`config.mk`:
```
export PLATFORM = sky130hd
export DESIGN_NAME = ufs_regs
export DESIGN_NICKNAME = d
export VERILOG_FILES = /design/src/rtl/ufs_pkg.sv /design/src/rtl/ufs_regs.sv
export SDC_FILE = /design/constraint.sdc
export NUM_CORES = 1
export LEC_CHECK = 0
export ABC_AREA = 1
export BUFFER_PORTS_ARGS = -buffer_cell sky130_fd_sc_hd__buf_2
export CAP_MARGIN = 10
export CORE_MARGIN = 2
export CORE_UTILIZATION = 35
export CTS_BUF_LIST = sky130_fd_sc_hd__clkbuf_2
export CTS_CLUSTER_DIAMETER = 150
export DETAILED_ROUTE_END_ITERATION = 6
export PLACE_DENSITY = 0.69
export SETUP_SLACK_MARGIN = 0.2
export SLEW_MARGIN = 30
export SYNTH_ARGS = -nofsm -noshare
export SYNTH_HDL_FRONTEND = slang
export SYNTH_SLANG_ARGS = --single-unit
```
`constraint.sdc`:
```
create_clock -name ref_clk_in -period 1.9 [get_ports ref_clk_in]
set_clock_uncertainty 0.2 [all_clocks]
set_input_delay 0.095 -clock ref_clk_in [delete_from_list [all_inputs] [get_ports ref_clk_in]]
set_output_delay 0.095 -clock ref_clk_in [all_outputs]
set_load 0.05 [all_outputs]
```
`src/rtl/ufs_pkg.sv`:
```
// constants and types for the uart fifo alias, halt and id register bank
//==================================================================
// Functional notes
// - rx alias reads/writes fifo control rx bits
// - rx codes: one, quarter, half, two short
// - rx data interrupt at chosen fill
// - dma mode one: rx request follows threshold
// - tx alias reads/writes fifo control tx bits
// - tx codes: empty, two, quarter, half
// - programmable mode: tx interrupt at threshold
// - halt bit stops sending, resets zero
// - halt ignored while fifos disabled
// - fifo enable falling flushes both fifos
//==================================================================
package ufs_pkg;
    // byte addresses of the bank
    localparam logic [31:0] CTL_ADDR = 32'h50001088;
    localparam logic [31:0] RX_ALIAS_ADDR = 32'h5000109C;
    localparam logic [31:0] TX_ALIAS_ADDR = 32'h500010A0;
    localparam logic [31:0] HALT_ADDR = 32'h500010A4;
    localparam logic [31:0] PARAM_ADDR = 32'h500010F4;
    localparam logic [31:0] VER_ADDR = 32'h500010F8;
    localparam logic [31:0] TYPE_ADDR = 32'h500010FC;
    // receive threshold codes
    localparam logic [1:0] RX_TRIG_ONE = 2'h0;
    localparam logic [1:0] RX_TRIG_QUARTER = 2'h1;
    localparam logic [1:0] RX_TRIG_HALF = 2'h2;
    localparam logic [1:0] RX_TRIG_SHORT2 = 2'h3;
    // transmit empty threshold codes
    localparam logic [1:0] TX_TRIG_EMPTY = 2'h0;
    localparam logic [1:0] TX_TRIG_TWO = 2'h1;
    localparam logic [1:0] TX_TRIG_QUARTER = 2'h2;
    localparam logic [1:0] TX_TRIG_HALF = 2'h3;
    // fixed fill figures
    localparam int RX_ONE_LEVEL = 1;
    localparam int RX_FULL_MARGIN = 2;
    localparam int TX_TWO_LEVEL = 2;
    // reset values
    localparam logic [7:0] CTL_RESET = 8'h00;
    localparam logic HALT_RESET = 1'b0;
    localparam logic [15:0] PARAM_RESET = 16'h0000;
    // fifo control word, msb first as software sees it
    typedef struct packed {
        logic [1:0] rx_trig;  // receive threshold
        logic [1:0] tx_trig;  // transmit empty threshold
        logic dma_mode;       // dma signalling mode
        logic tx_reset;       // self clearing tx flush
        logic rx_reset;       // self clearing rx flush
        logic enable;         // fifo enable
    } ufs_ctl_t;
endpackage

```
`src/rtl/ufs_regs.sv`:
```
// fifo threshold aliases, transmit halt and component id registers
//
// The plain strobed port was chosen for this implementation.
`timescale 1ns/1ps
`default_nettype none
module ufs_regs #(
    parameter int FIFO_DEPTH = 16,                   // fifo entries
    parameter logic [15:0] VER_VALUE = 16'h0A5A,     // arbitrary value
    parameter logic [15:0] TYPE_VALUE = 16'h0C3C,    // arbitrary value
    parameter int LVL_W = $clog2(FIFO_DEPTH + 1)     // fill count width
) (
    input wire logic ref_clk_in,                     // 100 mhz clock
    input wire logic reset_in,                       // sync reset, high
    input wire logic [31:0] addr_in,                 // byte address
    input wire logic [31:0] wdata_in,                // write data
    input wire logic wr_in,                          // write strobe
    input wire logic rd_in,                          // read strobe
    output logic [31:0] rdata_out,                   // read data, +1 cycle
    input wire logic [LVL_W-1:0] rx_level_in,        // rx fifo fill
    input wire logic [LVL_W-1:0] tx_level_in,        // tx fifo fill
    input wire logic ptime_mode_in,                  // prog tx irq mode
    output ufs_pkg::ufs_ctl_t fifo_ctrl_out,         // stored control
    output logic rx_fifo_flush_out,                  // rx flush pulse
    output logic tx_fifo_flush_out,                  // tx flush pulse
    output logic halt_tx_out,                        // stop serial tx
    output logic rx_data_irq_out,                    // rx data available
    output logic tx_empty_irq_out,                   // tx empty irq
    output logic rx_dma_req_n_out                    // rx dma req, low
);

    //==============================================================
    // elaboration check
    //==============================================================
    // quarter of the depth must not fall below the two-entry figures
    if (FIFO_DEPTH < 8) begin : g_depth_check
        $error("ufs_regs: FIFO_DEPTH must be at least 8");
    end

    //==============================================================
    // threshold constants sized to the fill counter
    //==============================================================
    localparam logic [LVL_W-1:0] RX_LVL_ONE =
        LVL_W'(ufs_pkg::RX_ONE_LEVEL);
    localparam logic [LVL_W-1:0] LVL_QUARTER =
        LVL_W'(FIFO_DEPTH / 4);
    localparam logic [LVL_W-1:0] LVL_HALF =
        LVL_W'(FIFO_DEPTH / 2);
    localparam logic [LVL_W-1:0] RX_LVL_SHORT2 =
        LVL_W'(FIFO_DEPTH - ufs_pkg::RX_FULL_MARGIN);
    localparam logic [LVL_W-1:0] TX_LVL_TWO =
        LVL_W'(ufs_pkg::TX_TWO_LEVEL);
    localparam logic [LVL_W-1:0] LVL_ZERO = '0;

    //==============================================================
    // state
    //==============================================================
    ufs_pkg::ufs_ctl_t ctl;            // one shared control word
    ufs_pkg::ufs_ctl_t next_ctl;       // its next value
    logic halt;                        // halt bit as written
    logic next_halt;                   // its next value
    logic [31:0] rdata;                // read data register
    logic [31:0] next_rdata;           // its next value
    logic rx_flush;                    // rx flush pulse register
    logic next_rx_flush;               // its next value
    logic tx_flush;                    // tx flush pulse register
    logic next_tx_flush;               // its next value
    logic halt_eff;                    // gated halt register
    logic next_halt_eff;               // its next value
    logic rx_irq;                      // rx interrupt register
    logic next_rx_irq;                 // its next value
    logic tx_irq;                      // tx interrupt register
    logic next_tx_irq;                 // its next value
    logic rx_dma_n;                    // rx dma request register
    logic next_rx_dma_n;               // its next value

    // address decode strobes
    logic hit_ctl;                     // fifo control word
    logic hit_rx_alias;                // rx threshold alias
    logic hit_tx_alias;                // tx threshold alias
    logic hit_halt;                    // transmit halt
    logic hit_param;                   // component parameters
    logic hit_ver;                     // component version
    logic hit_type;                    // component type

    // decoded thresholds
    logic [LVL_W-1:0] rx_thr;          // rx fill that triggers
    logic [LVL_W-1:0] tx_thr;          // tx fill that triggers
    logic rx_reached;                  // rx fill at or above rx_thr
    logic tx_reached;                  // tx fill at or below tx_thr
    logic en_fall;                     // fifo enable being cleared

    //==============================================================
    // address decode
    //==============================================================
    // exact word compare; anything else is unmapped
    always_comb begin
        hit_ctl = (addr_in == ufs_pkg::CTL_ADDR);
        hit_rx_alias = (addr_in == ufs_pkg::RX_ALIAS_ADDR);
        hit_tx_alias = (addr_in == ufs_pkg::TX_ALIAS_ADDR);
        hit_halt = (addr_in == ufs_pkg::HALT_ADDR);
        hit_param = (addr_in == ufs_pkg::PARAM_ADDR);
        hit_ver = (addr_in == ufs_pkg::VER_ADDR);
        hit_type = (addr_in == ufs_pkg::TYPE_ADDR);
    end

    //==============================================================
    // control word and halt bit, next values
    //==============================================================
    // every alias lands in the same fcr flops, so a read from any
    // location returns the last value written through any of them
    always_comb begin
        next_ctl = ctl;
        next_halt = halt;
        // flush bits never hold; they only make a pulse
        next_ctl.rx_reset = 1'b0;
        next_ctl.tx_reset = 1'b0;
        if (wr_in && hit_ctl) begin
            // full word write
            next_ctl = ufs_pkg::ufs_ctl_t'(wdata_in[7:0]);
            next_ctl.rx_reset = 1'b0;
            next_ctl.tx_reset = 1'b0;
        end
        if (wr_in && hit_rx_alias) begin
            // only the rx threshold moves
            next_ctl.rx_trig = wdata_in[1:0];
        end
        if (wr_in && hit_tx_alias) begin
            // only the tx threshold moves
            next_ctl.tx_trig = wdata_in[1:0];
        end
        if (wr_in && hit_halt) begin
            // halt bit is plain storage
            next_halt = wdata_in[0];
        end
        // id registers have no storage; writes fall away
    end

    //==============================================================
    // flush pulses, next values
    //==============================================================
    // dropping the enable resets both fifo controllers; an explicit
    // flush bit in an fcr write flushes its own fifo only
    always_comb begin
        en_fall = ctl.enable && !next_ctl.enable;
        next_rx_flush = en_fall;
        next_tx_flush = en_fall;
        if (wr_in && hit_ctl) begin
            // self clearing flush requests
            if (wdata_in[1]) begin
                next_rx_flush = 1'b1;
            end
            if (wdata_in[2]) begin
                next_tx_flush = 1'b1;
            end
        end
    end

    //==============================================================
    // threshold decode
    //==============================================================
    // fractions follow the depth parameter, so a deeper fifo keeps
    // the same meaning for each code
    always_comb begin
        case (ctl.rx_trig)
            ufs_pkg::RX_TRIG_ONE: begin
                rx_thr = RX_LVL_ONE;
            end
            ufs_pkg::RX_TRIG_QUARTER: begin
                rx_thr = LVL_QUARTER;
            end
            ufs_pkg::RX_TRIG_HALF: begin
                rx_thr = LVL_HALF;
            end
            ufs_pkg::RX_TRIG_SHORT2: begin
                rx_thr = RX_LVL_SHORT2;
            end
            default: begin
                rx_thr = RX_LVL_ONE;
            end
        endcase
        case (ctl.tx_trig)
            ufs_pkg::TX_TRIG_EMPTY: begin
                tx_thr = LVL_ZERO;
            end
            ufs_pkg::TX_TRIG_TWO: begin
                tx_thr = TX_LVL_TWO;
            end
            ufs_pkg::TX_TRIG_QUARTER: begin
                tx_thr = LVL_QUARTER;
            end
            ufs_pkg::TX_TRIG_HALF: begin
                tx_thr = LVL_HALF;
            end
            default: begin
                tx_thr = LVL_ZERO;
            end
        endcase
    end

    //==============================================================
    // events toward the rest of the uart, next values
    //==============================================================
    // without fifos the thresholds mean nothing: one character
    // pending is data available, and an empty holder is tx empty
    always_comb begin
        rx_reached = (rx_level_in >= rx_thr);
        tx_reached = (tx_level_in <= tx_thr);
        // received data available
        if (ctl.enable) begin
            next_rx_irq = rx_reached;
        end else begin
            next_rx_irq = (rx_level_in != LVL_ZERO);
        end
        // transmitter empty, threshold only in programmable mode
        if (ctl.enable && ptime_mode_in) begin
            next_tx_irq = tx_reached;
        end else begin
            next_tx_irq = (tx_level_in == LVL_ZERO);
        end
        // rx dma request, active low
        if (ctl.enable && ctl.dma_mode) begin
            next_rx_dma_n = !rx_reached;
        end else begin
            // mode zero: any pending character asks for service
            next_rx_dma_n = (rx_level_in == LVL_ZERO);
        end
        // halt only counts while fifos are on
        next_halt_eff = halt && ctl.enable;
    end

    //==============================================================
    // read mux, next value
    //==============================================================
    // data shows only in the cycle after the strobe; unmapped
    // addresses and idle cycles return zero
    always_comb begin
        next_rdata = '0;
        if (rd_in) begin
            if (hit_ctl) begin
                next_rdata[7:0] = ctl;
            end else if (hit_rx_alias) begin
                next_rdata[1:0] = ctl.rx_trig;
            end else if (hit_tx_alias) begin
                next_rdata[1:0] = ctl.tx_trig;
            end else if (hit_halt) begin
                next_rdata[0] = halt;
            end else if (hit_param) begin
                next_rdata[15:0] = ufs_pkg::PARAM_RESET;
            end else if (hit_ver) begin
                next_rdata[15:0] = VER_VALUE;
            end else if (hit_type) begin
                next_rdata[15:0] = TYPE_VALUE;
            end else begin
                next_rdata = '0;
            end
        end
    end

    //==============================================================
    // registers
    //==============================================================
    // single clocked process; reset puts every output at idle
    always_ff @(posedge ref_clk_in) begin
        if (reset_in) begin
            ctl <= ufs_pkg::ufs_ctl_t'(ufs_pkg::CTL_RESET);
            halt <= ufs_pkg::HALT_RESET;
            rdata <= '0;
            rx_flush <= 1'b0;
            tx_flush <= 1'b0;
            halt_eff <= 1'b0;
            rx_irq <= 1'b0;
            tx_irq <= 1'b0;
            rx_dma_n <= 1'b1;
        end else begin
            ctl <= next_ctl;
            halt <= next_halt;
            rdata <= next_rdata;
            rx_flush <= next_rx_flush;
            tx_flush <= next_tx_flush;
            halt_eff <= next_halt_eff;
            rx_irq <= next_rx_irq;
            tx_irq <= next_tx_irq;
            rx_dma_n <= next_rx_dma_n;
        end
    end

    //==============================================================
    // outputs, each straight from a flop
    //==============================================================
    assign rdata_out = rdata;
    assign fifo_ctrl_out = ctl;
    assign rx_fifo_flush_out = rx_flush;
    assign tx_fifo_flush_out = tx_flush;
    assign halt_tx_out = halt_eff;
    assign rx_data_irq_out = rx_irq;
    assign tx_empty_irq_out = tx_irq;
    assign rx_dma_req_n_out = rx_dma_n;

endmodule // ufs_regs
`default_nettype wire

```
# Word-level counts from Yosys, hierarchy flattened
# Cells that the tools add are included.
[classes]
n_bitwise = 1
n_eq_ne = 13
reduce_logical = 21
n_mux = 22
magnitude_cmp = 2
[ops]
columns = ["cell", "n"]
rows = [
  ["$eq 32x31->1 const B", 7],
  ["$pmux 5 s4", 2],
  ["$mux 12", 2],
  ["$mux 8", 3],
  ["$mux 6", 2],
  ["$logic_not 5->1", 2],
  ["$eq 2x2->1 const B", 4],
  ["$logic_and 1x1->1", 8],
  ["$mux 1", 8],
  ["$mux 2", 4],
  ["$reduce_or 8->1", 1],
  ["$mux 7", 1],
  ["$reduce_or 7->1", 1],
  ["$ge 5x5->1", 1],
  ["$le 5x5->1", 1],
  ["$reduce_bool 5->1", 1],
  ["$reduce_or 5->1", 1],
  ["$eq 2x1->1 const B", 2],
  ["$logic_not 2->1", 2],
  ["$reduce_bool 2->1", 2],
  ["$logic_not 1->1", 2],
  ["$reduce_or 2->1", 1],
  ["$not 1->1", 1],
]
[word_totals]
in_bits = 79
output_inout_bits = 46
register_bits = 47
wordCells = 76

# Longest topological paths before layout
[depth]
ltp_word = 8
depth_mapped = 11
ltp_nobuf = 11

# Worst setup path after synthesis
# OpenSTA, ideal clock, no wires.
[synth_path]
path_type = "register to register"
from = "reg ctl, in the netlist fifo_ctrl_out[5]"
to = "reg tx_irq, in the netlist tx_empty_irq_out"
n_path_buf = 0
slack_ns = -0.092
period_less_slack_ns = 1.992
setup_ns = 0.074
stages_incl_launch_ff = 6
required_ns = 1.626
t_arrival_ns = 1.718
cell_sequence = "dfxtp_1 -> nand2_1 -> ha_1 -> nand2_1 -> or3b_2 -> a31oi_1"
[synth_via]
elab_chain_len = 4
elab_cells_between_ends = 7
classes_between = "1 x order compare; 3 x eq/ne; 2 x mux; 1 x reduce/logical"
[synth_rtl]
columns = ["element", "line", "source"]
rows = [
  ["start, declared", "ufs_regs.sv:57", "ufs_pkg::ufs_ctl_t ctl;"],
  ["start signal, assigned", "ufs_regs.sv:265", "ctl <= ufs_pkg::ufs_ctl_t'(ufs_pkg::CTL_RESET);"],
  ["start signal, assigned", "ufs_regs.sv:275", "ctl <= next_ctl;"],
  ["$eq 2x2->1 (tied with other cells)", "ufs_regs.sv:181", "case (ctl.tx_trig)"],
  ["$pmux 5 s4 (*)", "ufs_regs.sv:181", ""],
  ["$le 5x5->1 (*)", "ufs_regs.sv:207", "tx_reached = (tx_level_in <= tx_thr);"],
  ["$mux 1 (*)", "ufs_regs.sv:215", "if (ctl.enable && ptime_mode_in) begin"],
  ["end signal, assigned", "ufs_regs.sv:282", "tx_irq <= next_tx_irq;"],
  ["end, declared", "ufs_regs.sv:71", "logic tx_irq;"],
]
# Every way passes the cells marked *; elsewhere a longest branch is shown, timed or not. The select of a mux whose other input is x is not followed.
# A chain may end at the register's enable or synchronous reset.

# Final worst setup path
[layout_path]
from = "in addr_in[9]"
to = "reg ctl, in the netlist fifo_ctrl_out[4]"
[layout_via]
elab_chain_len = 3
elab_cells_between_ends = 6
classes_between = "2 x eq/ne; 1 x mux; 3 x reduce/logical"
[layout_rtl]
columns = ["element", "line", "source"]
rows = [
  ["start, declared", "ufs_regs.sv:14", "input wire logic [31:0] addr_in,"],
  ["$eq 32x31->1 (on tied branches)", "ufs_regs.sv:99, ufs_regs.sv:97", ""],
  ["$logic_and 1x1->1 (on tied branches)", "ufs_regs.sv:127, ufs_regs.sv:117", ""],
  ["$mux 2 / $reduce_bool 2->1 (equally long branches)", "--", ""],
]
# Several ways; a longest one is shown, not always the timed one.

==> impl_metrics.json <==
{
  "synth_cell_type_count": 28,
  "peakVddDrop_uv": 239,
  "power.density_nw_per_um2": 434,
  "critPathKind": "in -> reg",
  "cpMaxStageDelayCell": "dlygate4sd3_1",
  "ant_nets": 0,
  "drtIter0Drc": 43,
  "dp_hpwl_mm": 3.51,
  "hold_class": "in -> reg",
  "yosys-top-cells-area": "dfxtp_1 (26%), nand2_1 (17%), inv_1 (10%)",
  "critPathTopFamily": "simple AND/OR/NAND/NOR gates",
  "drv_slew": 0,
  "cts_buffers": 3,
  "grt_pass1_vias": 1871,
  "worstSkewPairLatency_ns": 0.32,
  "min_period_ns": 1.63,
  "maxCapViolCount": 0,
  "seq_area_frac_synth_pct": 26.2,
  "grt_max_degree": 15,
  "timing.final.ws_setup_ns": 0.270,
  "core_area_sq_um": 5070,
  "io_pins": 125,
  "synth_edf_count": 0,
  "ctsLongestPathBuffers": 2,
  "path_clk_slew_ns": 0.21,
  "routedWlPerCell_um": 9.07,
  "synth_top_area_share_pct": 26.2,
  "start_kind": "input port",
  "yosys_warnings": 0,
  "final.period_utilization_pct": 85.8,
  "vias_per_cell": 4.19,
  "crit_required_ns": 1.98,
  "die-width_um": 76.4,
  "antenna_found_initial": 0,
  "dp_slack_ns": 0.201,
  "cts-htree-levels": 1,
  "grt.total_usage_pct": 15.3,
  "antenna_cells": 0,
  "clockRootBuffer": "clkbuf_2",
  "synth_top_cell_by_area": "dfxtp_1",
  "vias": 2025,
  "path_cells": "buf_2 > nor2_1 > nand3_2 > nor2_4 > nand2_1 > nor2_4 > nand3_2 > nor2_2 > nand3_1 > dlygate4sd3_1 > nand2_1",
  "firstDrtPassIters": 4,
  "crit_arrival_ns": 1.71,
  "dieArea_sq_um": 5830,
  "avgSynthCellArea_sq_um": 5.99,
  "hold_viol": 0,
  "port_buffers": 77,
  "cts.sinks": 24,
  "dieHeight_um": 76.4,
  "fin_setup_tns_ns": 0,
  "cts_tree": "done",
  "run_status": "completed",
  "drive_above_1_share_pct": 28.3,
  "grt_pass1_wl_mm": 7.72,
  "synth-main-ff-cell": "dfxtp_1",
  "max_freq_mhz": 613,
  "gp_congestion": 0.842,
  "leakage_nw": 1.45,
  "rows": 26,
  "critPathBufInv": 2,
  "rsz0062_at_grt": "yes",
  "finalSetupViolCount": 0,
  "syn_to_final_growth_pct": 41.8,
  "start_util_pct": 36.1,
  "async_flop_share_pct": 0,
  "post-route-drc-count": 0,
  "cp_max_fo": 5,
  "syn_area_sq_um": 1830,
  "finalWirelength_mm": 4.38,
  "final_nets": 500,
  "endpoint_kind": "flop",
  "globalRouteOverflowTotal": 0,
  "ys_ff_latch": 24,
  "crit_path_max_incr_delay_ns": 0.55,
  "syn_inst": 306
}
==> tightest hold or removal path: cells and delay by family <==
family / cells / cell delay (ns)
AND/OR/NAND/NOR: 2 / 0.15
buffers and inverters: 2 / 0.24
AO/OA/AOI/OAI: 1 / 0.04
==> routing by layer <==
metal | share of wire [%] | wire length (um) | GRT usage [%] | vias up
met1 | 44 | 1930 | 18.3 | 869
met2 | 49 | 2160 | 29.3 | 62
met5 | 0 | 0 | 0 | -
met3 | 6.2 | 270 | 2.13 | 2
li1 | - | - | - | 1092
met4 | 0.48 | 21 | 2.73 | 0
==> power breakdown <==
group	total (mW)	internal (mW)	switching, mW
sequential	0.502	0.502	0.000632
combinational	0.300	0.102	0.198
clock	0.327	0.181	0.145
==> cell families after synthesis <==
group,after synthesis,share of synthesized area (%)
and+or+nand+nor,179,43.2
buffers and inverters,80,21.2
DFF,24,26.2
AOI/OAI and AO/OA,15,4.44
adders and majority gates,7,4.78
other,1,0.205
==> placed cells by master (no fill, tap or decap), drive strengths merged <==
cell type	instances
nand3	27
dlygate4sd3	27
conb	23
nor3b	1
nor3	2
dfxtp	24
or3b	1
nand3b	1
buf	80
nand2	88
bufinv	1
nor4	1
nor2	57
a21boi	1
ha	7
nand4	1
o21a	1
a21oi	7
a31oi	1
o21ai	5
clkbuf	3
inv	54
==> flip-flops by register name (all words and copies together), names as in the netlist <==
| name | count |
|---|---|
| rdata_out | 11 |
| fifo_ctrl_out | 6 |
| halt | 1 |
| halt_tx_out | 1 |
| rx_data_irq_out | 1 |
| rx_dma_req_n_out | 1 |
| rx_fifo_flush_out | 1 |
| tx_empty_irq_out | 1 |
| tx_fifo_flush_out | 1 |
==> per-stage QoR <==
step / hold slack [ns] / utilization [%] / area, sq um / std cells / total power [mW]
after floorplan: 0.0254 / - / 1930 / 328 / 0.724
after global placement: 0.121 / 43.7 / 2220 / 449 / 0.765
after detailed placement: 0.129 / 43.7 / 2220 / 449 / 0.770
after CTS: 0.000687 / 50.3 / 2550 / 482 / 1.13
after global routing: 0.0160 / 51.2 / 2600 / 483 / 1.19
final: 0.0167 / 51.2 / 2600 / 483 / 1.13
==> synthesized netlist by cell type (3+ instances only) <==
library cell	instances
a21oi_1	7
buf_4	23
dfxtp_1	24
ha_1	7
inv_1	50
inv_2	4
nand2_1	85
nand2_2	3
nand3_1	25
nor2_1	47
nor2_2	7
o21ai_0	3
==> path summary, 6_finish.rpt <==
kind         cells after the start             start  slack (ns)                end
max reg2reg                      6  fifo_ctrl_out[4]        0.31   tx_empty_irq_out
max                             11        addr_in[9]        0.27   fifo_ctrl_out[4]
min reg2reg                      2              halt        0.28        halt_tx_out
min                              5             wr_in        0.02  tx_fifo_flush_out
==> area by class of cell <==
cell class,count,area (sq um)
repair buffers,107,681
well taps,70,87.6
clock buffers,3,15.0
inverters,54,203
fillers,557,2480
flip-flops and latches,24,495
multi-input cells,224,1090
clock inverters,1,30.0
==> repair_timing <==
item | CTS | global route
hold buffers | 27 | 0
setup endpoints to repair | 2 | 7
setup buffers | 2 | 1
pin swaps | 5 | 4
hold endpoints to repair | 14 | 0
resized for setup | 4 | 12
No activity file was read; power rests on OpenSTA's default activity.
